==> src/rtl/srp_pkg.sv <==
package srp_pkg;
    // request tracking depth and counter limits
    localparam int unsigned DEPTH      = 4;
    localparam int unsigned PTR_W      = 2;
    localparam int unsigned CNT_W      = 3;
    localparam logic [2:0]  CNT_MAX    = 3'h7;
    localparam logic [2:0]  CNT_ZERO   = 3'h0;
    localparam int unsigned N_EVENTS   = 8;
    localparam int unsigned N_BANKS    = 4;
    localparam int unsigned BANK_W     = 2;
    localparam int unsigned STAT_W     = 32;
    // bank mask resets to accept-all
    localparam logic [3:0]  BANK_MASK_RST = 4'hf;
    // profiler counter states
    typedef enum logic [1:0] {SRP_IDLE, SRP_HOLD, SRP_COUNT} srp_state_e;
endpackage

==> src/rtl/srp_profiler.sv <==
`timescale 1ns/1ps
`default_nettype none
module srp_profiler (
    input  wire logic                        ref_clk,      // shared-memory clock
    input  wire logic                        reset,
    input  wire logic                        rd_req,       // read request on port
    input  wire logic                        req_stall,    // request stalled at boundary
    input  wire logic [srp_pkg::BANK_W-1:0]  req_bank,     // bank of request
    input  wire logic                        rd_ack,       // read acknowledge on port
    input  wire logic                        prof_enable,  // software enable
    input  wire logic                        clear_counts, // clear statistics
    input  wire logic [srp_pkg::N_BANKS-1:0] bank_accept,  // per-bank accept bits
    output logic                             trace_event,  // combined event to trace unit
    output logic [srp_pkg::N_EVENTS-1:0]     ws_event,     // per wait-state event
    output logic                             busy,         // a read is being timed
    output logic [srp_pkg::N_EVENTS*srp_pkg::STAT_W-1:0] ws_counts
);
    // port is only sampled; no output reaches it
    // decode: accepted, non-stalled read request
    wire logic req_dec = prof_enable & rd_req & ~req_stall;
    wire logic ack_dec = prof_enable & rd_ack;

    // pending request queue, banks only
    logic [srp_pkg::BANK_W-1:0] bank_q [srp_pkg::DEPTH];
    logic [srp_pkg::PTR_W-1:0]  wr_q, rd_q;
    logic [srp_pkg::PTR_W:0]    fill_q;
    // ack history: true when no timed read is outstanding
    logic                       ack_seen_q;
    // counter state, plus the states that a start or a stop leads to
    srp_pkg::srp_state_e        state_q, state_d;
    srp_pkg::srp_state_e        state_go, after_stop;
    logic [srp_pkg::CNT_W-1:0]  cnt_q;
    logic [srp_pkg::BANK_W-1:0] cur_bank_q;
    logic                       ev_valid_q;
    logic [srp_pkg::CNT_W-1:0]  ev_index_q;
    logic [srp_pkg::BANK_W-1:0] ev_bank_q;

    wire logic q_empty = (fill_q == '0);
    // request available: queued, or decoded right now
    wire logic have_req = ~q_empty | req_dec;
    // previous ack seen: history or arriving this cycle
    wire logic prev_ack = ack_seen_q | ack_dec;
    wire logic start    = have_req & prev_ack;
    // same-cycle decode means queue empty and request arriving now
    wire logic start_same = start & q_empty;
    wire logic [srp_pkg::BANK_W-1:0] start_bank = q_empty ? req_bank : bank_q[rd_q];
    wire logic push = req_dec & ~start_same;
    wire logic pop  = start & ~q_empty;
    wire logic stop = ack_dec & (state_q != srp_pkg::SRP_IDLE);
    wire logic [srp_pkg::CNT_W-1:0] cnt_inc =
        (cnt_q == srp_pkg::CNT_MAX) ? srp_pkg::CNT_MAX : cnt_q + 3'h1;
    // state entered by a start: hold one cycle unless decoded this very cycle
    // the hold keeps the previous read's data cycle out of this count
    assign state_go   = start_same ? srp_pkg::SRP_COUNT : srp_pkg::SRP_HOLD;
    // after a stop: straight into the next queued or just-decoded read, or back to idle
    assign after_stop = start ? state_go : srp_pkg::SRP_IDLE;

    // request queue, oldest first; a fifth request is beyond the port's limit
    always_ff @(posedge ref_clk) begin
        if (reset) begin
            wr_q   <= '0;
            rd_q   <= '0;
            fill_q <= '0;
        end else begin
            if (push) begin
                bank_q[wr_q] <= req_bank;
                wr_q         <= wr_q + 2'h1;
            end
            if (pop) begin
                rd_q <= rd_q + 2'h1;
            end
            fill_q <= fill_q + {2'h0, push} - {2'h0, pop};
        end
    end

    // ack history, cleared on start; an ack in the same cycle is consumed by it
    always_ff @(posedge ref_clk) begin
        if (reset) begin
            ack_seen_q <= 1'b1;
        end else if (start) begin
            ack_seen_q <= 1'b0;
        end else if (ack_dec) begin
            ack_seen_q <= 1'b1;
        end
    end

    // counter state machine: only one read timed at a time
    always_comb begin
        state_d = state_q;
        case (state_q)
            srp_pkg::SRP_IDLE: begin
                if (start) begin
                    state_d = state_go;
                end
            end
            // hold lasts one cycle; an ack here ends the read at once
            srp_pkg::SRP_HOLD: begin
                state_d = stop ? after_stop : srp_pkg::SRP_COUNT;
            end
            srp_pkg::SRP_COUNT: begin
                if (stop) begin
                    state_d = after_stop;
                end
            end
            default: begin
                state_d = srp_pkg::SRP_IDLE;
            end
        endcase
    end

    // counter in shared-memory clock cycles
    always_ff @(posedge ref_clk) begin
        if (reset || !prof_enable) begin
            state_q <= srp_pkg::SRP_IDLE;
            cnt_q   <= srp_pkg::CNT_ZERO;
        end else begin
            state_q <= state_d;
            if (start && (stop || state_q == srp_pkg::SRP_IDLE)) begin
                cnt_q <= srp_pkg::CNT_ZERO;
            end else if (state_q == srp_pkg::SRP_COUNT && !stop) begin
                cnt_q <= cnt_inc;
            end
        end
    end

    // bank of the read being timed
    always_ff @(posedge ref_clk) begin
        if (reset) begin
            cur_bank_q <= '0;
        end else if (start) begin
            cur_bank_q <= start_bank;
        end
    end

    // final count selects event; index equals count, 7 means seven or more
    always_ff @(posedge ref_clk) begin
        if (reset) begin
            ev_valid_q <= 1'b0;
            ev_index_q <= '0;
            ev_bank_q  <= '0;
        end else begin
            ev_valid_q <= stop;
            ev_index_q <= cnt_q;
            ev_bank_q  <= cur_bank_q;
        end
    end

    // one-hot event vector and combined trace event
    genvar g;
    generate
        for (g = 0; g < srp_pkg::N_EVENTS; g++) begin : g_ev
            assign ws_event[g] = ev_valid_q && ev_index_q == srp_pkg::CNT_W'(g);
        end
    endgenerate
    assign trace_event = |ws_event;
    assign busy        = (state_q != srp_pkg::SRP_IDLE);

    // filter and statistics counters; an event reaches them one cycle after its stop
    srp_stats u_stats (
        .ref_clk      (ref_clk),
        .reset        (reset),
        .ev_valid     (ev_valid_q),
        .ev_index     (ev_index_q),
        .ev_bank      (ev_bank_q),
        .bank_accept  (bank_accept),
        .clear_counts (clear_counts),
        .ws_counts    (ws_counts)
    );

    // checks
    a_cnt_saturate: assert property (@(posedge ref_clk) disable iff (reset)
        cnt_q == srp_pkg::CNT_MAX && state_q == srp_pkg::SRP_COUNT && !stop
        |=> cnt_q == srp_pkg::CNT_MAX) else $error("count wrapped");
    a_disabled_idle: assert property (@(posedge ref_clk) disable iff (reset)
        !prof_enable |=> !ev_valid_q || $past(stop)) else $error("event while disabled");
    a_stall_ignored: assert property (@(posedge ref_clk) disable iff (reset)
        rd_req && req_stall && q_empty && !ack_seen_q |-> !start) else $error("stall started");
    // while a read is timed and its ack is still out, no second start
    a_start_gated: assert property (@(posedge ref_clk) disable iff (reset)
        busy && !stop |-> !start) else $error("start without ack");
    a_ack_cleared: assert property (@(posedge ref_clk) disable iff (reset)
        start |=> !ack_seen_q) else $error("ack history kept");
    a_stop_event: assert property (@(posedge ref_clk) disable iff (reset)
        stop |=> trace_event) else $error("no event on stop");
    a_same_next: assert property (@(posedge ref_clk) disable iff (reset || !prof_enable)
        state_q == srp_pkg::SRP_IDLE && start_same
        |=> state_q == srp_pkg::SRP_COUNT && cnt_q == srp_pkg::CNT_ZERO)
        else $error("same-cycle start late");
    // a queued read started by the previous ack waits one cycle
    a_alone_delay: assert property (@(posedge ref_clk) disable iff (reset || !prof_enable)
        start && !start_same |=> state_q == srp_pkg::SRP_HOLD)
        else $error("lone start not delayed");
    // the event raised by a stop is the one named by the final count
    a_event_index: assert property (@(posedge ref_clk) disable iff (reset)
        stop |=> ws_event[$past(cnt_q)]) else $error("wrong event index");
    a_queue_bound: assert property (@(posedge ref_clk) disable iff (reset)
        fill_q <= 3'h4) else $error("queue overflow");
    c_zero_wait: cover property (@(posedge ref_clk) ws_event[0]);
    c_max_wait:  cover property (@(posedge ref_clk) ws_event[7]);
    c_queue_full: cover property (@(posedge ref_clk) fill_q == 3'h3);
    c_hold_start: cover property (@(posedge ref_clk) state_q == srp_pkg::SRP_HOLD);
endmodule // srp_profiler
`default_nettype wire

==> src/rtl/srp_stats.sv <==
`timescale 1ns/1ps
`default_nettype none
// bank filter and statistics updater
module srp_stats (
    input  wire logic                      ref_clk,
    input  wire logic                      reset,
    input  wire logic                      ev_valid,
    input  wire logic [srp_pkg::CNT_W-1:0] ev_index,
    input  wire logic [srp_pkg::BANK_W-1:0] ev_bank,
    input  wire logic [srp_pkg::N_BANKS-1:0] bank_accept,
    input  wire logic                      clear_counts,
    output logic [srp_pkg::N_EVENTS*srp_pkg::STAT_W-1:0] ws_counts
);
    // bank decode shared by filter
    function automatic logic bank_ok(input logic [srp_pkg::N_BANKS-1:0] m,
                                     input logic [srp_pkg::BANK_W-1:0] b);
        bank_ok = m[b];
    endfunction

    wire logic accepted = ev_valid & bank_ok(bank_accept, ev_bank);

    // one 32-bit counter per wait-state event
    genvar g;
    generate
        for (g = 0; g < srp_pkg::N_EVENTS; g++) begin : g_cnt
            logic [srp_pkg::STAT_W-1:0] cnt_q;
            always_ff @(posedge ref_clk) begin
                if (reset || clear_counts) begin
                    cnt_q <= '0;
                end else if (accepted && ev_index == srp_pkg::CNT_W'(g)) begin
                    cnt_q <= cnt_q + 32'h1;
                end
            end
            assign ws_counts[g*srp_pkg::STAT_W +: srp_pkg::STAT_W] = cnt_q;
        end
    endgenerate
endmodule // srp_stats
`default_nettype wire

==> config.mk <==
export PLATFORM = sky130hd
export DESIGN_NAME = srp_profiler
export DESIGN_NICKNAME = d
export VERILOG_FILES = /design/src/rtl/srp_pkg.sv /design/src/rtl/srp_profiler.sv /design/src/rtl/srp_stats.sv
export SDC_FILE = /design/constraint.sdc
export NUM_CORES = 1
export LEC_CHECK = 0
export ABC_AREA = 1
export ABC_CLOCK_PERIOD_IN_PS = 2780
export CORE_UTILIZATION = 55
export DETAILED_ROUTE_END_ITERATION = 8
export DONT_BUFFER_PORTS = 1
export PLACE_DENSITY = 0.7
export SYNTH_ARGS = -nofsm -noshare
export SYNTH_HDL_FRONTEND = slang
export SYNTH_SLANG_ARGS = --single-unit
==> constraint.sdc <==
create_clock -name ref_clk -period 2.78 [get_ports ref_clk]
set_input_delay 0.278 -clock ref_clk [delete_from_list [all_inputs] [get_ports ref_clk]]
set_output_delay 0.278 -clock ref_clk [all_outputs]
set_load 0.05 [all_outputs]
==> run summary <==
VDD sags by at most 493 uV. The post-cts resize count came out at 0. Setup violations remaining at the end of the flow were counted as 0. The DRC violations left came out at 0. The net switching power figure came out at 2.23 mW. The clock sink count came out at 287. The finished cells cover 18900 sq um. The post-route netlist has 10.4% of its cells at a drive strength greater than 1. The fraction of the yosys area taken by sequential cells is 36.7%. Using the TritonRoute via totals, the vias-per-cell ratio works out to 5.26. The critical path launch point is prof_enable. The aggregate negative setup slack is 0 ns.

The worst setup path is launched from an input port. nand2_1 is the most common cell in the netlist. The placeable core area is 28100 sq um. The flip-flop and latch count after synthesis is 287. The leakage power came out at 6.69 nW. The global-route wire length before repair came out at 71.1 mm. Across every metal layer, demand over resource in global routing totals 29.5%. The distinct cell type count after synthesis is 35.

The share of total power consumed by net switching came out at 23.8%. The die extent in y came out at 172 um. The summed instance area of the synthesized netlist came out at 15900 sq um.

The completed layout was analyzed and its total power is 9.37 mW. The maximum frequency from static timing analysis came out at 414 MHz. The clock-pin slew on the worst setup and hold paths is 0.06 ns.

Internal power comes to 7.14 mW. The proportion of synthesized flip-flops having asynchronous set or reset is 0%. The run finished with clean final reports. The time the worst path needs with I/O delays and setup came out at 2.42 ns. The commonest cells after synthesis are 859 x nand2_1, 532 x nor2_1, 279 x dfxtp_1, 246 x inv_1, 165 x nand3_1. The floorplan step defined a die boundary enclosing 29500 sq um.

The ratio of total power to cell area came out at 496 nW/um^2. The sequential fraction of design power came out at 45.6%. The number of global-route vias before repair is 14800. The clock latency on the worst-skew pair is 0.51 ns. The routed via count is 16800. The synthesized design contains 8 enable-type register cells.

The initial core utilization came out at 56.5%. STA classifies the critical path endpoint as a register. Synthesis handed over a netlist of 2592 instances. The total overflow left after global routing is 0. The startpoint of the worst register-to-register path is fill_q[1]$_SDFF_PP0_. The clock tree from TritonCTS is done. The port buffer count is 0. The placed cell area came out at 17700 sq um.

The maximum fanout along the worst path came out at 4. The total detailed-routing wirelength came out at 45.1 mm. The number of endpoints with negative hold slack in the final report is 0.

The setup slack at placement came out at 0.423 ns. The number of rows created at floorplan came out at 61. Sorting the synthesized cells by area gives the leading types as dfxtp_1 35%, nand2_1 20%, nor2_1 13%. The synthesized netlist net count came out at 2621.

The maximum buffer depth of the clock tree is 3. Combinational logic is responsible for 6.2% of the overall power. Across all register-to-register paths, the minimum setup slack is 0.37 ns. Entering global routing, the biggest net connects 108 pins. The max-cap violation count came out at 0. The antenna diode count is 0. In the final routed layout, each cell accounts on average for 14.1 um. The initial antenna violation count is 0. The critical path required time came out at 3.18 ns.

The final critical-path share of the clock period came out at 87.0%. After layout, the worst setup slack is 0.362 ns. The routability-driven placement congestion ratio is 0.927. The post-detailed-placement half-perimeter wirelength is 33.0 mm. The area share of the leading cell type in the synthesized netlist is 35.2%. Measured against its own limit, the worst slew margin works out to 50.4%.

The net count reported at finish came out at 2817. The count of synthesis-stage warnings from yosys came out at 0. The number of DRC violations after detailed-routing iteration 0 came out at 1204. The critical path class is input port to register. The root cell of the clock tree is clkbuf_16. The clock network is responsible for 48.2% of the overall power.

The arrival time at the worst endpoint is 2.81 ns. During I/O placement, the number of pins put on the boundary was 279. The die span in x is 172 um.

In this run the worst hold path is classified as input port to register. A synthesized cell averages 6.12 sq um. On the final layout, the worst clock skew is 0.0132 ns.

Clock tree synthesis inserted a total of 34 buffers. The area growth from synthesis to layout came out at 19.0%. The remaining number of nets flagged by the antenna check after routing came out at 0. The first-pass detailed-route iteration total came out at 6. The slew at the pin closest to its max-slew limit came out at 0.744 ns.

dfxtp_1 takes more of the synthesized area than any other cell. Setup repair after global routing left no endpoint under its margin. The total count of max-transition violations in the final report came out at 0. The predominant post-synthesis flop cell is dfxtp_1.

In this run the most critical hold path is launched from rd_ack. The H-tree depth came out at 2.
layout by cell type (no fill, tap or decap), types with 9 or more instances in the layout:
cell type | synthesis | routed
dfxtp_1 | 279 | 279
nand3_1 | 165 | 165
ha_1 | 15 | 15
inv_1 | 246 | 246
o21ai_0 | 56 | 56
nor2_1 | 532 | 531
nand2_1 | 859 | 859
nor3_1 | 48 | 48
clkbuf_16 | 0 | 37
xor2_1 | 23 | 23
nand4_1 | 28 | 28
o21bai_1 | 9 | 9
xnor2_1 | 32 | 32
nor3b_1 | 19 | 19
buf_4 | 9 | 206
a21oi_1 | 163 | 163
clkbuf_8 | 0 | 9
final timing paths:
path | end | depth (start not counted)
setup / recovery | fill_q[2]$_SDFF_PP0_ | 13
hold / removal | ev_valid_q$_SDFF_PP0_ | 2
setup reg to reg | fill_q[2]$_SDFF_PP0_ | 11
hold reg to reg | ev_bank_q[0]$_SDFF_PP0_ | 2
metal layers:
layer,global-route usage [%],up-vias,part of all wire (%)
li1,-,8544,-
met1,37.5,7558,43
met2,48.7,597,44
met3,7.35,89,9.3
met4,10.2,0,2.9
met5,0,-,0
final cells by class:
class	count	area, sq um
multi-input cells	1997	8840
repair buffers	213	1650
inverters	255	960
clock buffers	53	1080
clock inverters	8	70.1
well taps	378	473
fillers	2669	9200
flip-flops and latches	287	5830
cells by family (layout without fill, tap and decap cells):
kind of cell | after synthesis | after routing | synth area share, %
AOI/OAI and AO/OA | 243 | 243 | 7.97
xor gates and xnor gates | 55 | 55 | 3.04
adders and majority gates | 16 | 16 | 1.31
buffers and inverters | 308 | 529 | 7.63
DFF | 287 | 287 | 36.7
and+or+nand+nor | 1683 | 1683 | 43.3
flip-flops by register name, summed over array words and instances, names as in the netlist, named ones only:
register             flops
ev_valid_q               1
rd_q                     2
u_stats.g_cnt.cnt_q    256
ack_seen_q               1
cnt_q                    3
wr_q                     2
fill_q                   3
state_q                  2
cur_bank_q               2
bank_q                   8
ev_index_q               3
ev_bank_q                2
power groups by stage:
stage	clock network (mW)	registers, mW	logic [mW]
final	4.52	4.27	0.581
after floorplan	0	4.35	0.443
after detailed placement	0	4.36	0.563
after CTS	4.59	4.27	0.578
after global placement	0	4.36	0.549
after global routing	4.75	4.28	0.667
critical path, stage by stage:
cell           delay (ns)
dlygate4sd3_1        0.53
nand2_1              0.14
nand2_1              0.12
a21oi_1              0.29
inv_1                0.12
ha_1                 0.30
inv_1                0.05
ha_1                 0.13
inv_1                0.05
fa_1                 0.37
xor2_1               0.16
o21ai_0              0.19
a21oi_1              0.06
timing repair:
item | 4_1_cts | 5_1_grt
hold endpoints to repair | 20 | 0
setup buffers | 0 | 0
hold buffers | 4 | 0
per-stage QoR:
step           util, %  cells  hold slack [ns]
2_1_floorplan        -   2592            0.377
5_1_grt           67.3   3191           0.0366
4_1_cts           67.3   3191          0.00513
3_3_place_gp      63.0   3126            0.353
6_report          67.3   3191           0.0308
3_5_place_dp      63.0   3126            0.353
(Power assumes the default switching activity.)
